### config.mk
export PLATFORM = sky130hd
export DESIGN_NAME = fifo_interrupt_aggregator
export DESIGN_NICKNAME = d
export VERILOG_FILES = /design/src/common/fifo_irq_pkg.sv /design/src/hw/fifo_level_watch.sv /design/src/hw/fifo_interrupt_aggregator.sv
export SDC_FILE = /design/constraint.sdc
export NUM_CORES = 2
export LEC_CHECK = 0
export BUFFER_PORTS_ARGS = -buffer_cell sky130_fd_sc_hd__buf_2
export CAP_MARGIN = 40
export CORE_AREA = 2 2 396 398
export DETAILED_ROUTE_END_ITERATION = 12
export DIE_AREA = 0 0 398 400
export GPL_ROUTABILITY_DRIVEN = 0
export MAX_ROUTING_LAYER = met4
export PLACE_DENSITY_LB_ADDON = 0.2
export SYNTH_ARGS = -nofsm -noshare
export SYNTH_HDL_FRONTEND = slang
export SYNTH_SLANG_ARGS = --single-unit
### constraint.sdc
create_clock -name clk -period 4.09 [get_ports clk]
set_clock_uncertainty 0.1 [all_clocks]
set_input_delay 0.409 -clock clk [delete_from_list [all_inputs] [get_ports clk]]
set_output_delay 0.409 -clock clk [all_outputs]
set_load 0.01 [all_outputs]
### src/common/fifo_irq_pkg.sv
package fifo_irq_pkg;

  // ---------------------------------------------------------------
  // Sizes
  // ---------------------------------------------------------------
  localparam int          NUM_FIFOS       = 32;
  localparam int          COUNT_W         = 22;
  localparam int          LIMIT_W         = 5;
  localparam int          ADDR_W          = 12;
  localparam int          DATA_W          = 32;
  localparam int          VIEW_IDX_W      = 5;

  // ---------------------------------------------------------------
  // Register offsets
  // ---------------------------------------------------------------
  localparam logic [11:0] OFF_VIEW_BASE   = 12'h198;
  localparam logic [11:0] OFF_VIEW_LAST   = 12'h214;
  localparam logic [11:0] OFF_FLAGS       = 12'h218;
  localparam logic [11:0] OFF_ENABLES     = 12'h21c;
  localparam logic [11:0] OFF_SUM_STATUS  = 12'h220;
  localparam logic [11:0] OFF_SUM_MASK    = 12'h224;

  // ---------------------------------------------------------------
  // Field positions
  // ---------------------------------------------------------------
  localparam int          BIT_NEARLY      = 8;
  localparam int          BIT_DRAINED     = 7;
  localparam int          BIT_SUMMARY     = 0;

  // ---------------------------------------------------------------
  // Reset values
  // ---------------------------------------------------------------
  localparam logic [31:0] RST_FLAGS       = 32'h0000_0000;
  localparam logic [31:0] RST_ENABLES     = 32'h0000_0000;
  localparam logic [31:0] RST_VIEW_BITS   = 32'hffff_ffff;
  localparam logic        RST_SUMMARY     = 1'b0;
  localparam logic        RST_SUM_MASK    = 1'b0;

  // ---------------------------------------------------------------
  // Almost-empty limit coding
  // ---------------------------------------------------------------
  localparam logic [4:0]  LIMIT_CAP_CODE  = 5'h15;
  localparam logic [21:0] LIMIT_CAP_VALUE = 22'h1f_ffff;

endpackage

### src/hw/fifo_level_watch.sv
`timescale 1ns/1ps

// -----------------------------------------------------------------
// Level watch for one output FIFO
// -----------------------------------------------------------------
// The limit code selects a threshold of two to the power of the code;
// the top codes saturate at the largest threshold.
module fifo_level_watch
  import fifo_irq_pkg::*;
#(
  parameter int CountWidth = COUNT_W
) (
  input  wire logic [CountWidth-1:0] fillCount,
  input  wire logic [LIMIT_W-1:0]    limitCode,
  output      logic                  nearlyDrained,
  output      logic                  drained
);

  logic [CountWidth-1:0] threshold;

  always_comb begin
    if (limitCode >= LIMIT_CAP_CODE) begin
      threshold = CountWidth'(LIMIT_CAP_VALUE);
    end else begin
      threshold = CountWidth'(1) << limitCode;
    end
    nearlyDrained = (fillCount < threshold);
    drained       = (fillCount == '0);
  end

endmodule

### src/hw/fifo_interrupt_aggregator.sv
// Implementation choice: the APB register port.
`timescale 1ns/1ps

// Operation
// - Thirty-two read-only pending flags, bit n-1 for FIFO n, zero after reset.
// - A FIFO's flag sets when its fill drops below its limit.
// - A FIFO's flag sets when the FIFO is empty.
// - A flag sets only while its allow bit is one.
// - Any set flag sets the summary FIFO interrupt bit.
// - The interrupt line rises only while the master enable is set.
// - Flags clear only through a read of the FIFO's own status register.
// - Thirty-two read/write allow bits, bit n-1 for FIFO n, zero after reset.
// - Flags decode at 0x218, allow bits at 0x21c, one word each.
// - Bit 8 of each FIFO status register shows nearly drained, reset one.
module fifo_interrupt_aggregator
  import fifo_irq_pkg::*;
#(
  parameter int CountWidth = COUNT_W
) (
  input  wire logic                            clk,
  input  wire logic                            rst,
  input  wire logic                            psel,
  input  wire logic                            penable,
  input  wire logic                            pwrite,
  input  wire logic [ADDR_W-1:0]               paddr,
  input  wire logic [DATA_W-1:0]               pwdata,
  input  wire logic [3:0]                      pstrb,
  output      logic [DATA_W-1:0]               prdata,
  output      logic                            pready,
  output      logic                            pslverr,
  input  wire logic [NUM_FIFOS*CountWidth-1:0] fifoFillCount,
  input  wire logic [NUM_FIFOS*LIMIT_W-1:0]    fifoLimitCode,
  output      logic [NUM_FIFOS-1:0]            fifoPendingFlag,
  output      logic [NUM_FIFOS-1:0]            fifoPendingAllow,
  output      logic                            fifoSummary,
  output      logic                            pciIrq
);

  // ---------------------------------------------------------------
  // State
  // ---------------------------------------------------------------
  typedef struct packed {
    logic [NUM_FIFOS-1:0] flags;
    logic [NUM_FIFOS-1:0] allow;
    logic [NUM_FIFOS-1:0] nearlyView;
    logic [NUM_FIFOS-1:0] drainedView;
    logic                 summary;
    logic                 sumMask;
    logic                 sumSnap;
    logic                 irq;
    logic [DATA_W-1:0]    rdata;
    logic                 ready;
    logic                 err;
  } state_t;

  state_t state_reg;
  state_t state_next;

  logic [NUM_FIFOS-1:0]  nearlyVec;
  logic [NUM_FIFOS-1:0]  drainedVec;
  logic [NUM_FIFOS-1:0]  setVec;
  logic [NUM_FIFOS-1:0]  clrVec;
  logic                  latchCycle;
  logic                  doneCycle;
  logic                  selView;
  logic                  selFlags;
  logic                  selEnables;
  logic                  selSumStatus;
  logic                  selSumMask;
  logic                  addrHit;
  logic [ADDR_W-1:0]     viewOffset;
  logic [VIEW_IDX_W-1:0] viewIdx;
  logic [DATA_W-1:0]     readValue;

  // ---------------------------------------------------------------
  // Per-FIFO level watch
  // ---------------------------------------------------------------
  for (genvar g = 0; g < NUM_FIFOS; g++) begin : gWatch
    fifo_level_watch #(
      .CountWidth (CountWidth)
    ) uWatch (
      .fillCount     (fifoFillCount[g*CountWidth +: CountWidth]),
      .limitCode     (fifoLimitCode[g*LIMIT_W +: LIMIT_W]),
      .nearlyDrained (nearlyVec[g]),
      .drained       (drainedVec[g])
    );
  end

  // ---------------------------------------------------------------
  // Address decode
  // ---------------------------------------------------------------
  // The first access cycle latches read data and raises pready, so the
  // register effects happen at the second access edge.
  assign latchCycle = psel & penable & ~state_reg.ready;
  assign doneCycle  = psel & penable & state_reg.ready;
  assign viewOffset = paddr - OFF_VIEW_BASE;
  assign viewIdx    = viewOffset[VIEW_IDX_W+1:2];

  always_comb begin
    selView      = 1'b0;
    selFlags     = 1'b0;
    selEnables   = 1'b0;
    selSumStatus = 1'b0;
    selSumMask   = 1'b0;
    if (paddr[1:0] != 2'b00) begin
      selView = 1'b0;
    end else if (paddr >= OFF_VIEW_BASE && paddr <= OFF_VIEW_LAST) begin
      selView = 1'b1;
    end else if (paddr == OFF_FLAGS) begin
      selFlags = 1'b1;
    end else if (paddr == OFF_ENABLES) begin
      selEnables = 1'b1;
    end else if (paddr == OFF_SUM_STATUS) begin
      selSumStatus = 1'b1;
    end else if (paddr == OFF_SUM_MASK) begin
      selSumMask = 1'b1;
    end
    addrHit = selView | selFlags | selEnables | selSumStatus | selSumMask;
  end

  always_comb begin
    readValue = '0;
    if (selView) begin
      readValue[BIT_NEARLY]  = state_reg.nearlyView[viewIdx];
      readValue[BIT_DRAINED] = state_reg.drainedView[viewIdx];
    end else if (selFlags) begin
      readValue = state_reg.flags;
    end else if (selEnables) begin
      readValue = state_reg.allow;
    end else if (selSumStatus) begin
      readValue[BIT_SUMMARY] = state_reg.summary;
    end else if (selSumMask) begin
      readValue[BIT_SUMMARY] = state_reg.sumMask;
    end
  end

  // ---------------------------------------------------------------
  // Flag set and clear terms
  // ---------------------------------------------------------------
  assign setVec = state_reg.allow & (nearlyVec | drainedVec);

  always_comb begin
    clrVec = '0;
    if (doneCycle && !pwrite && selView) begin
      clrVec[viewIdx] = 1'b1;
    end
  end

  // ---------------------------------------------------------------
  // Next state
  // ---------------------------------------------------------------
  always_comb begin
    state_next = state_reg;
    // A live condition wins over a clear in the same cycle.
    state_next.flags       = setVec | (state_reg.flags & ~clrVec);
    state_next.nearlyView  = nearlyVec;
    state_next.drainedView = drainedVec;
    if (doneCycle && !pwrite && selSumStatus) begin
      state_next.summary = (|state_reg.flags) | (state_reg.summary & ~state_reg.sumSnap);
    end else begin
      state_next.summary = (|state_reg.flags) | state_reg.summary;
    end
    if (doneCycle && pwrite && selEnables) begin
      for (int b = 0; b < 4; b++) begin
        if (pstrb[b]) begin
          state_next.allow[8*b +: 8] = pwdata[8*b +: 8];
        end
      end
    end
    if (doneCycle && pwrite && selSumMask && pstrb[0]) begin
      state_next.sumMask = pwdata[BIT_SUMMARY];
    end
    if (latchCycle) begin
      state_next.rdata   = pwrite ? '0 : readValue;
      state_next.ready   = 1'b1;
      state_next.err     = ~addrHit;
      state_next.sumSnap = state_reg.summary;
    end else begin
      state_next.rdata   = '0;
      state_next.ready   = 1'b0;
      state_next.err     = 1'b0;
    end
    state_next.irq = state_next.summary & state_next.sumMask;
  end

  always_ff @(posedge clk) begin
    if (rst) begin
      state_reg.flags       <= RST_FLAGS;
      state_reg.allow       <= RST_ENABLES;
      state_reg.nearlyView  <= RST_VIEW_BITS;
      state_reg.drainedView <= RST_VIEW_BITS;
      state_reg.summary     <= RST_SUMMARY;
      state_reg.sumMask     <= RST_SUM_MASK;
      state_reg.sumSnap     <= 1'b0;
      state_reg.irq         <= 1'b0;
      state_reg.rdata       <= '0;
      state_reg.ready       <= 1'b0;
      state_reg.err         <= 1'b0;
    end else begin
      state_reg <= state_next;
    end
  end

  assign prdata           = state_reg.rdata;
  assign pready           = state_reg.ready;
  assign pslverr          = state_reg.err;
  assign fifoPendingFlag  = state_reg.flags;
  assign fifoPendingAllow = state_reg.allow;
  assign fifoSummary      = state_reg.summary;
  assign pciIrq           = state_reg.irq;

  // ---------------------------------------------------------------
  // Checks
  // ---------------------------------------------------------------
  logic viewReadDone;

  assign viewReadDone = doneCycle & ~pwrite & selView;
endmodule

* Word-level counts from Yosys, hierarchy flattened
Index checks and enable logic that the tools add are counted.
** Word-level totals
- Bits in registers :: 166
- Bits of input ports :: 917
- Output and inout bits :: 100
- Logic and storage cells :: 259
** Cells by class
- Add/subtract/negate cells :: 1
- $lt $le $gt $ge :: 68
- Eq/ne operators :: 4
- Shift-type cells :: 32
- Mux-type cells :: 68
- Bitwise logic cells :: 20
- Reduce and logical (&&, ||, !) cells :: 51
** Operator list (number)
- zero test 22 bit :: 32
- less-than comparator 22 bit :: 32
- 2-to-1 mux 22 bit :: 32
- << shifter 1 x 5 -> 22 bit, first input constant :: 32
- greater-or-equal comparator 5 bit, second input constant :: 32
- bitwise AND 32 bit :: 2
- 2-to-1 mux 32 bit :: 2
- OR 32 bit :: 2
- == test 12 x 10 -> 1 bit, second input constant :: 4
- inverter 32 bit :: 1
- OR reduction 32 bit :: 1
- 2-to-1 mux 31 bit :: 1
- 2-to-1 mux 1 bit :: 28
- greater-or-equal comparator 12 x 9 -> 1 bit, second input constant :: 1
- less-or-equal comparator 12 x 10 -> 1 bit, second input constant :: 1
- binary-select mux 1 bit (select 5 bit) :: 2
- logical AND 1 bit :: 9
- AND reduction 2 bit :: 4
- subtractor 7 x 5 -> 7 bit, second input constant :: 1
- less-than comparator 5 x 6 -> 1 bit, second input constant :: 1
- OR 1 bit :: 6
- bitwise AND 1 bit :: 5
- demux 1 bit (select 5 bit) :: 1
- greater-or-equal comparator 5 x 1 -> 1 bit, second input constant :: 1
- 7 further kinds :: 11

* Logic depth before layout (Yosys ltp)
- Depth after elaboration :: 12
- Mapped depth :: 13
- Gate-level depth less buffers :: 12

* Modules after synthesis
From an unflattened synthesis, not the netlist that was laid out.
** Unflattened totals
- Cells, all modules :: 4581
- Area, all modules :: 33158.1 sq um
** By module, submodules not included
- fifo_level_watch (gWatch[0].uWatch ...) :: instances 16, cells an instance 122, area each 804.5 sq um, seq. area each 0.0 sq um
- fifo_level_watch (gWatch[18].uWatch ...) :: instances 13, cells an instance 118, area each 812.0 sq um, seq. area each 0.0 sq um
- fifo_interrupt_aggregator :: instances 1, cells an instance 741, area each 7268.2 sq um, seq. area each 3323.2 sq um
- fifo_level_watch (gWatch[17].uWatch ...) :: instances 2, cells an instance 118, area each 822.0 sq um, seq. area each 0.0 sq um
- fifo_level_watch (gWatch[27].uWatch) :: instances 1, cells an instance 118, area each 817.0 sq um, seq. area each 0.0 sq um

* Least setup slack after synthesis
No wires, ideal clock.
- Path type :: input -> register
- From :: in fifoLimitCode[132]
- To :: reg state_reg (netlist bit fifoPendingFlag[26])
- Setup time :: 0.095 ns
- Arrival :: 2.889 ns
- Required time :: 3.895 ns
- Setup slack :: 1.006 ns
- Stages :: 11
- Buffers on the path :: 2
- Path through :: clkbuf_1 > o211a_1 > or2_2 > clkbuf_1 > a21oi_1 > ha_1 > a21oi_1 > a21oi_1 > or4b_2 > a31o_2 > a221oi_1
** Between the ends
- Longest elaborated chain between the ends :: 6
- Elaborated cells between the ends (all ways) :: 7
- Those cells by class :: order compare: 2; shift: 1; mux: 1; bitwise: 3
** Ends and longest elaborated chain
- from (decl) :: RTL line fifo_interrupt_aggregator.sv:32 : input wire logic [NUM_FIFOS*LIMIT_W-1:0] fifoLimitCode,
- greater-or-equal comparator 5 bit / << shifter 1 x 5 -> 22 bit (equally long branches) :: RTL line fifo_level_watch.sv:22, fifo_level_watch.sv:25
- 2-to-1 mux 22 bit * :: RTL line fifo_level_watch.sv:22 : if (limitCode >= LIMIT_CAP_CODE) begin
- less-than comparator 22 bit * :: RTL line fifo_level_watch.sv:27 : nearlyDrained = (fillCount < threshold);
- OR 32 bit * :: RTL line fifo_interrupt_aggregator.sv:140 : assign setVec = state_reg.allow & (nearlyVec | drainedVec);
- bitwise AND 32 bit * :: RTL line fifo_interrupt_aggregator.sv:140
- OR 32 bit * :: RTL line fifo_interrupt_aggregator.sv:155 : state_next.flags = setVec | (state_reg.flags & ~clrVec);
- to (signal assigned) :: RTL line fifo_interrupt_aggregator.sv:200 : state_reg <= state_next;
- to (decl) :: RTL line fifo_interrupt_aggregator.sv:56 : state_t state_reg;
Mark *: on every way between the ends. The rest lies on a longest branch, timed or not.
A chain may end at the register's enable or synchronous reset.

* Worst setup path in the final report
- From :: in fifoLimitCode[122]
- To :: reg state_reg (netlist bit fifoPendingFlag[24])
The elaborated chain is that of the path after synthesis.

==> reports/qor.csv <==
stage,metric,value,unit
floorplanning,Die X,398,µm
route,vias post-DR,38100,
finish,max reg flops,66,
route,Detailed Route WL,174,mm
floorplanning,die area,0.159,mm²
clocking,Max Root-Sink Buffers,2,
clocking,PostCTS Resize Cnt,0,
sta,max-slew violation count,0,
route,wire per inst,23.5,µm
placed_design,port buffer count,1016,
grt,routing usage on met1,26.1,%
synth,Synth Cell Area,0.0321,mm²
finish,"most common cell after layout, fill and taps aside",buf_2,
route,DR pass1 iterations,6,
route,DRT iter0 DRCs,2533,
power_and_ir_drop,sw power,0.00313,W
synth,number of flops mapped to enable cells by yosys,0,
power_and_ir_drop,Leak Pwr,18.2,nW
finish,most frequent cells in the layout,"1019 x buf_2, 673 x ha_1, 551 x a21oi_1, 401 x o21ai_0, 387 x nor2_1",
min_path,HP Class,in2reg,
sta,crit share post-route,72.6,%
sta,fin crit period,2.97,ns
finish,layout cell share with drive strength beyond 1,22.7,%
synth,cells after synthesis,4469,
grt,met2 Usage GRT,34.3,%
sta,Slew Limit Headroom,39.2,%
synth,"Async S/R FF share, synth",0,%
grt,largest net degree at the start of global routing,86,
synth,Mean Syn Cell Area,7.19,µm²
finish,fillers,17400,
floorplanning,Starting Density,20.7,%
grt,Global Route Usage Sum,21.5,%
grt,vias in the first global route,36400,
critical_path,Worst Setup Start Kind,primary input,
synth,post-synthesis register bit count,166,
sta,setup TNS,0,ns
grt,gr busiest metal,met2,
floorplanning,Die Y,400,µm
finish,Layout Nets,6848,
power_and_ir_drop,sw frac,41.8,%
critical_path,WP data arrival,3.30,ns
power_and_ir_drop,Pint,0.00435,W
sta,RSZ-0062 raised after global routing,no,
synth,"Seq/Total Area, Yosys",10.3,%
route,ANT nets after route,0,
clocking,H-tree depth,4,
critical_path,critical path data required time,4.43,ns
clocking,CTS Buf Count,17,
critical_path,Worst Path Max Fanout,19,
finish,fin area,0.0397,mm²
power_and_ir_drop,Clock Power Share,25.5,%
synth,dominant synthesized flop cell,dfxtp_1,
min_path,hold path depth,3,
power_and_ir_drop,Total Power,0.00748,W
critical_path,endpoint type of the worst setup path,flop,
critical_path,critical path type,in2reg,
floorplanning,core region area,0.155,mm²
synth,Ys Warns,0,
clocking,post-CTS setup buffer count,0,
route,# DRC,0,
grt,grt met3 use,5.07,%
placed_design,placement-stage cell area,0.0388,mm²
sta,final hold violations,0,
finish,"Area growth, synth to finish",23.6,%
grt,antenna violations before repair,98,
grt,first-pass GRT wire length,246,mm
power_and_ir_drop,sequential fraction of design power,22.6,%
sta,Achievable Freq,337,MHz
power_and_ir_drop,Max IR drop VDD,0.242,mV
route,via density per instance,5.14,
run_status,status,finished clean,
clocking,Post-CTS Hold Buffers,6,
clocking,CTS tree,done,
power_and_ir_drop,Power Dens Cells,188,mW/mm²
sta,setup violators final,0,
floorplanning,io pins,1017,
power_and_ir_drop,combinational power share,51.9,%
run,number of max-cap violations,0,
floorplanning,Row Count,145,
clocking,clk slew on worst S/H paths,0.07,ns
synth,synth unique cells,70,
grt,remaining global-route overflow,0,
clocking,Clock Latency Late Sink,0.49,ns
critical_path,reg2reg path depth,7,
placed_design,Post-DP HPWL,152,mm
finish,final core utilization,25.6,%
clocking,# clock sinks,166,
sta,actual slew at the worst max-slew pin,0.912,ns
clocking,CTS Root Cell,clkbuf_16,
## final cells by class
| class | count | area, µm² | area share, % |
|---|---|---|---|
| Antenna cell | 81 | 203 | 0.510 |
| Clock buffer | 20 | 457 | 1.15 |
| Clock inverter | 10 | 194 | 0.488 |
| Inverter | 94 | 353 | 0.888 |
| Multi-Input combinational cell | 3897 | 27000 | 67.9 |
| Sequential cell | 166 | 3320 | 8.36 |
| Tap cell | 2058 | 2570 | 6.48 |
| Timing Repair Buffer | 1082 | 5640 | 14.2 |
## metrics by stage
stage          setup WS (ns)  hold slack [ns]  instances
2_1_floorplan           1.01            0.353       4500
3_3_place_gp           0.666            0.374       7281
3_5_place_dp           0.684            0.384       7291
4_1_cts                 1.20         0.000834       7327
5_1_grt                0.899           0.0219       7400
6_report                1.12           0.0525       7408
## kinds of logic after synthesis
kind of cell | count (synthesis) | share of synthesized area [%]
fa+ha+maj | 705 | 27.2
flops | 166 | 10.3
compound gates | 1582 | 30.2
xor+xnor | 19 | 0.518
simple gates | 1507 | 23.3
mux | 52 | 2.25
buf+inv | 437 | 6.27
other cells | 1 | 0.0117
## cell usage after synthesis, types with 33 or more instances
library cell / instances / area share (%)
a32oi_1: 36 / 0.98
clkbuf_1: 223 / 2.6
and2_1: 36 / 0.70
a31oi_1: 71 / 1.4
a21oi_1: 551 / 8.6
nand4_1: 134 / 2.6
nor3_1: 84 / 1.3
ha_1: 673 / 26
nor2_1: 387 / 4.5
o31a_1: 35 / 0.95
mux2i_1: 35 / 1.1
a211oi_1: 39 / 0.91
nor4_1: 191 / 3.7
a221oi_1: 33 / 0.90
a22oi_1: 68 / 1.6
o31ai_1: 35 / 0.82
o21ai_0: 401 / 6.2
a21o_1: 140 / 3.3
nand3_1: 66 / 1.0
o21a_1: 49 / 1.1
dfxtp_1: 166 / 10
or2_2: 57 / 1.1
nand2_1: 360 / 4.2
buf_4: 96 / 2.2
and3_1: 37 / 0.72
or4_1: 35 / 0.82
nor2b_1: 59 / 1.1
inv_1: 94 / 1.1
## routing by layer
layer | wire, µm | vias up
li1 | - | 18700
met1 | 75600 | 17900
met2 | 81800 | 1319
met3 | 11500 | 216
met4 | 5560 | 0
met5 | 0 | -
## power by group through the flow
stage                     Sequential (W)  Combinational (W)  Clock, W
after floorplan                  0.00171            0.00238         0
after global placement           0.00173            0.00382         0
after detailed placement         0.00173            0.00385         0
after CTS                        0.00169            0.00388   0.00200
after global routing             0.00169            0.00441   0.00205
final                            0.00169            0.00388   0.00191
## path summary, 6_finish.rpt
path | startpoint | end | slack (ns)
min | pwdata[21] | fifoPendingAllow[21] | 0.05
max | fifoLimitCode[122] | fifoPendingFlag[24] | 1.12
max reg2reg | pready | fifoPendingFlag[13] | 1.48
min reg2reg | state_reg[35] | state_reg[35] | 0.39
## critical path, stage by stage
cell and delay, ns:
buf_2 0.29, o21a_1 0.23, o21a_1 0.29, a21oi_1 0.11
ha_1 0.31, a21o_1 0.16, a221o_1 0.34, a221o_1 0.31
a211oi_1 0.46, buf_4 0.23, o311a_1 0.16
Note: power is estimated with default switching activity, not from simulation.
